[src/sbe_map.vh]
// Constants for the status byte and standard event reporting block.
// Assumes it is included by bare name from every design file that needs it.
`ifndef SBE_MAP_VH
`define SBE_MAP_VH

// Width of every status register
`define SBE_W         8

// Status byte bit positions
`define SBE_SB_OPE    7
`define SBE_SB_RQS    6
`define SBE_SB_ESB    5
`define SBE_SB_MAV    4

// Standard event status bit positions
`define SBE_EV_PON    7
`define SBE_EV_URQ    6
`define SBE_EV_CME    5
`define SBE_EV_EXE    4
`define SBE_EV_DDE    3
`define SBE_EV_QYE    2
`define SBE_EV_RQC    1
`define SBE_EV_OPC    0

// Reset values
`define SBE_EV_RST    8'h80
`define SBE_EVMK_RST  8'h00
`define SBE_SRE_RST   8'h00
`define SBE_ZERO8     8'h00

// Bits of the service request enable that hold a value
`define SBE_SRE_MASK  8'hbf

// Default width of the operation event summary inputs
`define SBE_OPW       16

`endif

[src/sbe_status.v]
// Status byte, service request and standard event status logic.
// Assumes a command parser drives one-cycle strobes synchronous to
// ref_clk, and that rst is the power-on reset of the instrument.
`timescale 1ns/1ps
`include "sbe_map.vh"

// Notes on behaviour
// - Service request when any enabled status bit set
// - Bit 6 is RQS on poll, MSS on query
// - Operation summary set; cleared by device clear, read
// - Event summary follows enabled standard event bits
// - Message available while responses remain pending
// - Unused status and event bits read zero
// - Values are sums of set bit weights
// - Event bit counts only when enable bit set
// - Power-on bit set at power-up only
// - Command error on syntax error
// - Execution error on bad or contradictory parameter
// - Device error on error queue overflow
// - Query error on empty read or lost data
// - Operation complete after prior commands finish
// - Event status cleared by read, clear, power-up
// - Event enable cleared only by write or power
// - RQS clears on poll or device clear
// - Operation bit counts only when enabled
module sbe_status #(
   parameter OPW = `SBE_OPW  // Width of the operation event inputs
) (
   // Clock and power-on reset
   input  wire                ref_clk,
   input  wire                rst,
   // Interface clear commands
   input  wire                dev_clr,
   input  wire                cls_cmd,
   // Read requests, one-cycle strobes
   input  wire                spoll_rd,
   input  wire                sbyte_qry,
   input  wire                evst_qry,
   input  wire                evmk_qry,
   input  wire                sre_qry,
   // Register writes
   input  wire                evmk_wr,
   input  wire                sre_wr,
   input  wire [`SBE_W-1:0]   wr_data,
   // Error and completion events, one-cycle strobes
   input  wire                cmd_err,
   input  wire                exe_err,
   input  wire                queue_ovf,
   input  wire                qry_err,
   input  wire                opc_cmd,
   // Parser and output buffer levels
   input  wire                cmd_busy,
   input  wire                resp_ready,
   // Operation status summary sources
   input  wire [OPW-1:0]      oper_event,
   input  wire [OPW-1:0]      oper_enable,
   // Read answer
   output reg  [`SBE_W-1:0]   rd_data_r,
   output reg                 rd_valid_r,
   // Service request line and live status byte
   output reg                 srq_r,
   output reg  [`SBE_W-1:0]   status_byte_r
);

   // Enable registers
   reg  [`SBE_W-1:0] evmk_r;       // Standard event enable
   reg  [`SBE_W-1:0] sre_r;        // Service request enable

   // Request service latch and its edge detector
   reg               rqs_r;        // Request service flag
   reg               rqs_nxt;      // Next request service flag
   reg               mss_prev_r;   // Master summary, previous cycle

   // Operation complete tracking
   reg               opc_pend_r;   // An *OPC style marker is waiting
   reg               opc_pend_nxt; // Next pending state
   reg               opc_done;     // Marker reached, set the flag

   // Read arbitration
   reg               sel_spoll;    // Serial poll served
   reg               sel_sbyte;    // Status byte query served
   reg               sel_evst;     // Event status query served
   reg               sel_evmk;     // Event enable query served
   reg               sel_sre;      // Request enable query served
   reg  [`SBE_W-1:0] rd_nxt;       // Next read answer
   reg               rd_vld_nxt;   // Next read valid

   // Sticky flag controls
   reg  [`SBE_W-1:0] evst_set;     // Event status set strobes
   reg  [`SBE_W-1:0] evst_clr;     // Event status clear strobes
   wire [`SBE_W-1:0] evst_q;       // Event status contents
   reg               ope_set;      // Operation summary set
   reg               ope_clr;      // Operation summary clear
   wire              ope_q;        // Operation summary flag

   // Combinational summaries
   reg               esb;          // Event summary bit
   reg               mav;          // Message available bit
   reg               oper_any;     // Any enabled operation event
   reg  [`SBE_W-1:0] sbyte_base;   // Status byte without bit 6
   reg               mss;          // Master summary status
   reg  [`SBE_W-1:0] sbyte_mss;    // Status byte as queried
   reg  [`SBE_W-1:0] sbyte_rqs;    // Status byte as polled

   // Only one read is answered per cycle; the parser issues one at a
   // time, and a serial poll wins because it comes from the bus layer
   always @* begin
      sel_spoll = spoll_rd;
      sel_sbyte = 1'b0;
      sel_evst  = 1'b0;
      sel_evmk  = 1'b0;
      sel_sre   = 1'b0;
      if (spoll_rd) begin
         sel_spoll = 1'b1;
      end else if (sbyte_qry) begin
         sel_sbyte = 1'b1;
      end else if (evst_qry) begin
         sel_evst = 1'b1;
      end else if (evmk_qry) begin
         sel_evmk = 1'b1;
      end else if (sre_qry) begin
         sel_sre = 1'b1;
      end
   end

   // Operation summary source, masked per bit
   always @* begin
      oper_any = |(oper_event & oper_enable);
   end

   // Operation complete waits for the parser to drain
   always @* begin
      opc_done     = 1'b0;
      opc_pend_nxt = opc_pend_r;
      if (opc_cmd) begin
         // Marker itself still counts as in flight this cycle
         opc_pend_nxt = 1'b1;
      end else if (opc_pend_r && !cmd_busy) begin
         opc_done     = 1'b1;
         opc_pend_nxt = 1'b0;
      end
   end

   // Event status set and clear strobes
   always @* begin
      evst_set = `SBE_ZERO8;
      // User request and request control are never set
      evst_set[`SBE_EV_CME] = cmd_err;
      evst_set[`SBE_EV_EXE] = exe_err;
      evst_set[`SBE_EV_DDE] = queue_ovf;
      evst_set[`SBE_EV_QYE] = qry_err;
      evst_set[`SBE_EV_OPC] = opc_done;
      // Power-on bit has no set strobe, only its reset value
      evst_clr = {`SBE_W{sel_evst | cls_cmd}};
   end

   // Event status register
   sbe_sticky #(
      .W       (`SBE_W),
      .RST_VAL (`SBE_EV_RST)
   ) u_evst (
      .ref_clk (ref_clk),
      .rst     (rst),
      .set_i   (evst_set),
      .clr_i   (evst_clr),
      .q_r     (evst_q)
   );

   // Operation summary latch controls
   always @* begin
      ope_set = oper_any;
      ope_clr = dev_clr | sel_spoll | sel_sbyte;
   end

   // Operation summary latch; a still-active source sets it again
   sbe_sticky #(
      .W       (1),
      .RST_VAL (1'b0)
   ) u_ope (
      .ref_clk (ref_clk),
      .rst     (rst),
      .set_i   (ope_set),
      .clr_i   (ope_clr),
      .q_r     (ope_q)
   );

   // Status byte summaries, recomputed from current state
   always @* begin
      esb = |(evst_q & evmk_r);
      mav = resp_ready;
      sbyte_base = `SBE_ZERO8;
      sbyte_base[`SBE_SB_OPE] = ope_q;
      sbyte_base[`SBE_SB_ESB] = esb;
      sbyte_base[`SBE_SB_MAV] = mav;
      // Bit 6 of the enable is ignored by the mask constant
      mss = |(sbyte_base & sre_r);
   end

   // Two views of bit 6
   always @* begin
      sbyte_mss = sbyte_base;
      sbyte_rqs = sbyte_base;
      sbyte_mss[`SBE_SB_RQS] = mss;
      sbyte_rqs[`SBE_SB_RQS] = rqs_r;
   end

   // Request service: set when a new request goes out
   always @* begin
      rqs_nxt = rqs_r;
      if (mss && !mss_prev_r) begin
         // A new request wins over a poll in the same cycle
         rqs_nxt = 1'b1;
      end else if (dev_clr || sel_spoll) begin
         rqs_nxt = 1'b0;
      end
   end

   // Read answer mux; values are plain weight sums of the bits
   always @* begin
      rd_nxt     = `SBE_ZERO8;
      rd_vld_nxt = 1'b1;
      if (sel_spoll) begin
         rd_nxt = sbyte_rqs;
      end else if (sel_sbyte) begin
         rd_nxt = sbyte_mss;
      end else if (sel_evst) begin
         // Captured before the clear takes effect
         rd_nxt = evst_q;
      end else if (sel_evmk) begin
         rd_nxt = evmk_r;
      end else if (sel_sre) begin
         rd_nxt = sre_r;
      end else begin
         rd_vld_nxt = 1'b0;
      end
   end

   // Standard event enable: only a write or power-up changes it
   always @(posedge ref_clk) begin
      if (rst) begin
         evmk_r <= `SBE_EVMK_RST;
      end else if (evmk_wr) begin
         evmk_r <= wr_data;
      end
   end

   // Service request enable; bit 6 cannot be enabled
   always @(posedge ref_clk) begin
      if (rst) begin
         sre_r <= `SBE_SRE_RST;
      end else if (sre_wr) begin
         sre_r <= wr_data & `SBE_SRE_MASK;
      end
   end

   // Request service state and edge history
   always @(posedge ref_clk) begin
      if (rst) begin
         rqs_r      <= 1'b0;
         mss_prev_r <= 1'b0;
      end else begin
         rqs_r      <= rqs_nxt;
         mss_prev_r <= mss;
      end
   end

   // Operation complete marker
   always @(posedge ref_clk) begin
      if (rst) begin
         opc_pend_r <= 1'b0;
      end else begin
         opc_pend_r <= opc_pend_nxt;
      end
   end

   // Registered read port
   always @(posedge ref_clk) begin
      if (rst) begin
         rd_data_r  <= `SBE_ZERO8;
         rd_valid_r <= 1'b0;
      end else begin
         rd_data_r  <= rd_nxt;
         rd_valid_r <= rd_vld_nxt;
      end
   end

   // Registered request line and status view
   // Status view lags the state by one cycle; srq_r loads rqs_nxt so it matches rqs_r; every port is a flop
   always @(posedge ref_clk) begin
      if (rst) begin
         srq_r         <= 1'b0;
         status_byte_r <= `SBE_ZERO8;
      end else begin
         srq_r         <= rqs_nxt;
         status_byte_r <= sbyte_mss;
      end
   end

endmodule // sbe_status

[src/sbe_sticky.v]
// Bank of sticky flags: hardware sets, a clear strobe resets.
// Assumes one clock and a synchronous active-high reset.
`timescale 1ns/1ps
`include "sbe_map.vh"

module sbe_sticky #(
   parameter         W       = `SBE_W,    // Number of flags
   parameter [W-1:0] RST_VAL = {W{1'b0}}  // Value after reset
) (
   // Clock and reset
   input  wire         ref_clk,
   input  wire         rst,
   // Per-bit set and clear
   input  wire [W-1:0] set_i,
   input  wire [W-1:0] clr_i,
   // Flag state
   output reg  [W-1:0] q_r
);

   reg [W-1:0] q_nxt;  // Next flag state

   // Set beats clear so an event on the clear cycle survives
   always @* begin
      q_nxt = set_i | (q_r & ~clr_i);
   end

   // Flag storage
   always @(posedge ref_clk) begin
      if (rst) begin
         q_r <= RST_VAL;
      end else begin
         q_r <= q_nxt;
      end
   end

endmodule // sbe_sticky
[config.mk]
export PLATFORM = sky130hd
export DESIGN_NAME = sbe_status
export DESIGN_NICKNAME = d
export VERILOG_FILES = /design/src/sbe_status.v /design/src/sbe_sticky.v
export VERILOG_INCLUDE_DIRS = /design/src
export SDC_FILE = /design/constraint.sdc
export NUM_CORES = 1
export LEC_CHECK = 0
export ABC_AREA = 1
export BUFFER_PORTS_ARGS = -buffer_cell sky130_fd_sc_hd__buf_2
export CORE_MARGIN = 4
export CORE_UTILIZATION = 47
export CTS_BUF_LIST = sky130_fd_sc_hd__clkbuf_8 sky130_fd_sc_hd__clkbuf_16
export CTS_CLUSTER_DIAMETER = 40
export DETAILED_ROUTE_END_ITERATION = 16
export PLACE_DENSITY_LB_ADDON = 0.2
export SLEW_MARGIN = 10
export SYNTH_ARGS = -nofsm -noshare
export SYNTH_HDL_FRONTEND = slang
export SYNTH_SLANG_ARGS = --single-unit
export TNS_END_PERCENT = 10
[constraint.sdc]
create_clock -name ref_clk -period 1.3 [get_ports ref_clk]
set_input_delay 0.26 -clock ref_clk [delete_from_list [all_inputs] [get_ports ref_clk]]
set_output_delay 0.26 -clock ref_clk [all_outputs]
set_load 0.01 [all_outputs]
==> metrics.csv <==
stage;metric;value;unit
outcome;status;complete, no violations;
die;num_rows;21;
yosys;netlist.top_cell.by_area;dfxtp_1;
die;fp.dieH;68.81;um
clock_tree;h-tree-depth;2;
setup_path;r2r_end;srq_r;
power_and_ir_drop;max-vdd-ir-drop;0.4296;mV
yosys;synth_xor_area_share;0;%
setup_path;worstSetupEndpointType;flop;
clock_tree;clk_latency;0.29;ns
sta;slew_violations;0;
setup_path;reg2reg_slack;0.25;ns
sta;fmax;949.5;MHz
drt;via_count;1710;
yosys;synth_top_family_by_area;simple AND/OR/NAND/NOR gates;
clock_tree;cts-root-buf;clkbuf_8;
clock_tree;cts_buffers;5;
clock_tree;cts.sinks;39;
yosys;yosys_warnings;0;
final_layout;layout-drive-gt1-share;28.79;%
setup_path;arrival;1.24;ns
setup_path;reg2regPathDepth;8;
sta;finClkSkew;0.009448;ns
die;fp.dieW;68.81;um
setup_path;cp-start-kind;flop;
final_layout;stdcell_area;0.002227;mm^2
yosys;yosysMostFrequentCell;nand2_1;
power_and_ir_drop;p_leak;1.204;nW
drt;routed_via_density;4.634;
placement;place_ws;0.1085;ns
run;maxCapViolCount;0;
setup_path;crit_end;srq_r;
yosys;synth_top_area_share;44.92;%
die;dieArea;0.004735;mm^2
yosys;ys.flop_type;dfxtp_1;
drt;first_iter_violations;103;
hold_path;hold_class;input port to flop;
placement;port_buffers;71;
placement;dp.cells;361;
setup_path;criticalPathCategory;flop to flop;
sta;setup-tns-final;0;ns
final_layout;area_growth;28.15;%
clock_tree;clk_pin_slew;0.08;ns
clock_tree;clk_path_buf_depth;2;
power_and_ir_drop;p_per_area;1101;mW/mm^2
setup_path;cp-startpoint;evmk_r[4];
yosys;synth_cell_type_count;26;
setup_path;cp.required;1.49;ns
yosys;synth_commonest_cells;nand2_1 (70), dfxtp_1 (39), nor2_1 (35);
power_and_ir_drop;power;2.452;mW
die;start_util;50.49;%
placement;dp_hpwl;3240;um
grt;antenna_found_initial;0;
yosys;syn_area;0.001738;mm^2
setup_path;reg2reg_from;evmk_r[4];
yosys;synthArstFlopShare;0;%
final_layout;final_net_count;380;
final_layout;antennaDiodeCount;0;
yosys;synth_area_per_cell;7.036;um^2
die;core;0.003442;mm^2
final_layout;fin_util;64.70;%
sta;period_share;81.01;%
clock_tree;cts_tree;done;
clock_tree;post_cts_buffers;0;
drt;drt_wl_total;4029;um
clock_tree;holdBufCountCts;0;
sta;fin_crit;1.053;ns
yosys;synth_compound_area_share;13.75;%
drt;final_antenna_net_count;0;
sta;hold_viol;0;
drt;routedWlPerCell;10.92;um
yosys;synth_adder_area_share;0;%
yosys;synth_edf_count;0;
sta;report.final.setup_viol;0;
drt;drcViolationCount;0;
grt;grt_usage;18.58;%
grt;grt_max_degree;27;
yosys;ys_seq_area_share;44.92;%
yosys;synth-simple-area-share;30.74;%
die;ioPinCount;76;
drt;first_pass_iters;4;
yosys;synthMuxAreaShare;0;%
sta;worst_slack;0.2468;ns
grt;grt_pass1_wl;6541;um
yosys;ys_ff_latch;39;
grt;grt_pass1_vias;1538;
setup_path;critPathMaxFanout;3;
yosys;synthCells;247;
final_layout;fin_cells;369;
grt;gr-total-overflow;0;
clock_tree;cts.repair.resized;0;
sta;worst_hold_slack;0.1742;ns
placement;gp_congestion;0.8149;
yosys;synth_area_leaders;dfxtp_1 (45%), nand2_1 (15%), nor2_1 (7.6%);
sta;rsz0062_at_grt;false;
placement;placed_cell_area;0.002143;mm^2
[sequential cells by signal (all words and copies together) (netlist names)]
register,cells
opc_pend_r,1
status_byte_r,4
evmk_r,8
rd_valid_r,1
u_evst.q_r,8
srq_r,1
rd_data_r,8
sre_r,7
u_ope.q_r,1
[worst max-delay path: stages (launching register included)]
cell     delay, ns
dfxtp_1       0.35
nand2_1       0.07
nand2_1       0.04
nor2_1        0.09
nand2_1       0.09
nand2_1       0.10
nand2_1       0.08
nand3_1       0.08
nand2_1       0.05
[how the worst min path moves through the flow]
| stage | startpoint | endpoint | cells after the start |
|---|---|---|---|
| 5_1_grt | exe_err | u_evst.q_r[4] | 2 |
| 2_1_floorplan | sre_qry | rd_valid_r | 2 |
| 3_5_place_dp | opc_pend_r | opc_pend_r | 2 |
| 6_report | exe_err | u_evst.q_r[4] | 2 |
| 3_3_place_gp | opc_pend_r | opc_pend_r | 2 |
| 4_1_cts | exe_err | u_evst.q_r[4] | 2 |
[per-layer routing]
| metal | routed length, um | part of all wire, % | up-vias | global-route usage (%) |
|---|---|---|---|---|
| li1 | - | - | 908 | - |
| met1 | 1869 | 46 | 725 | 23.41 |
| met2 | 1715 | 43 | 68 | 29.32 |
| met3 | 368 | 9.1 | 9 | 5.673 |
| met4 | 75 | 1.9 | 0 | 7.786 |
| met5 | 0 | 0 | - | 0 |
[cells by family (layout without fill, tap and decap cells)]
family          count (synthesis)  count (layout)
compound gates                 44              44
other cells                     1               4
flops                          39              39
buf+inv                        42             115
simple gates                  121             121
[cell usage in the layout (no fill, tap or decap)]
master / n
a21oi_1: 12
a31oi_1: 1
buf_12: 1
buf_2: 71
buf_4: 2
clkbuf_8: 5
clkinv_2: 3
conb_1: 4
dfxtp_1: 39
inv_1: 30
inv_2: 2
inv_4: 1
nand2_1: 70
nand2_4: 1
nand3_1: 6
nand3_2: 1
nand3b_1: 1
nand4_1: 1
nor2_1: 35
nor2_2: 2
nor2_4: 2
nor2_8: 2
o211ai_1: 3
o21a_1: 2
o21ai_0: 23
o21ai_1: 1
o22ai_1: 1
o41ai_1: 1
[where the power goes]
group / internal (mW) / leakage [nW] / switching [mW] / total [mW]
clock network: 0.367 / 0.0477 / 0.423 / 0.790
logic: 0.160 / 0.833 / 0.202 / 0.361
registers: 1.27 / 0.323 / 0.0356 / 1.30
[area by class of cell]
cell class | count | area (um^2)
flip-flops and latches | 39 | 780.7
multi-input cells | 169 | 788.3
clock inverters | 3 | 15.01
inverters | 33 | 126.4
repair buffers | 74 | 390.4
well taps | 46 | 57.56
fillers | 333 | 1215
clock buffers | 5 | 68.82
(Power assumes the default switching activity.)
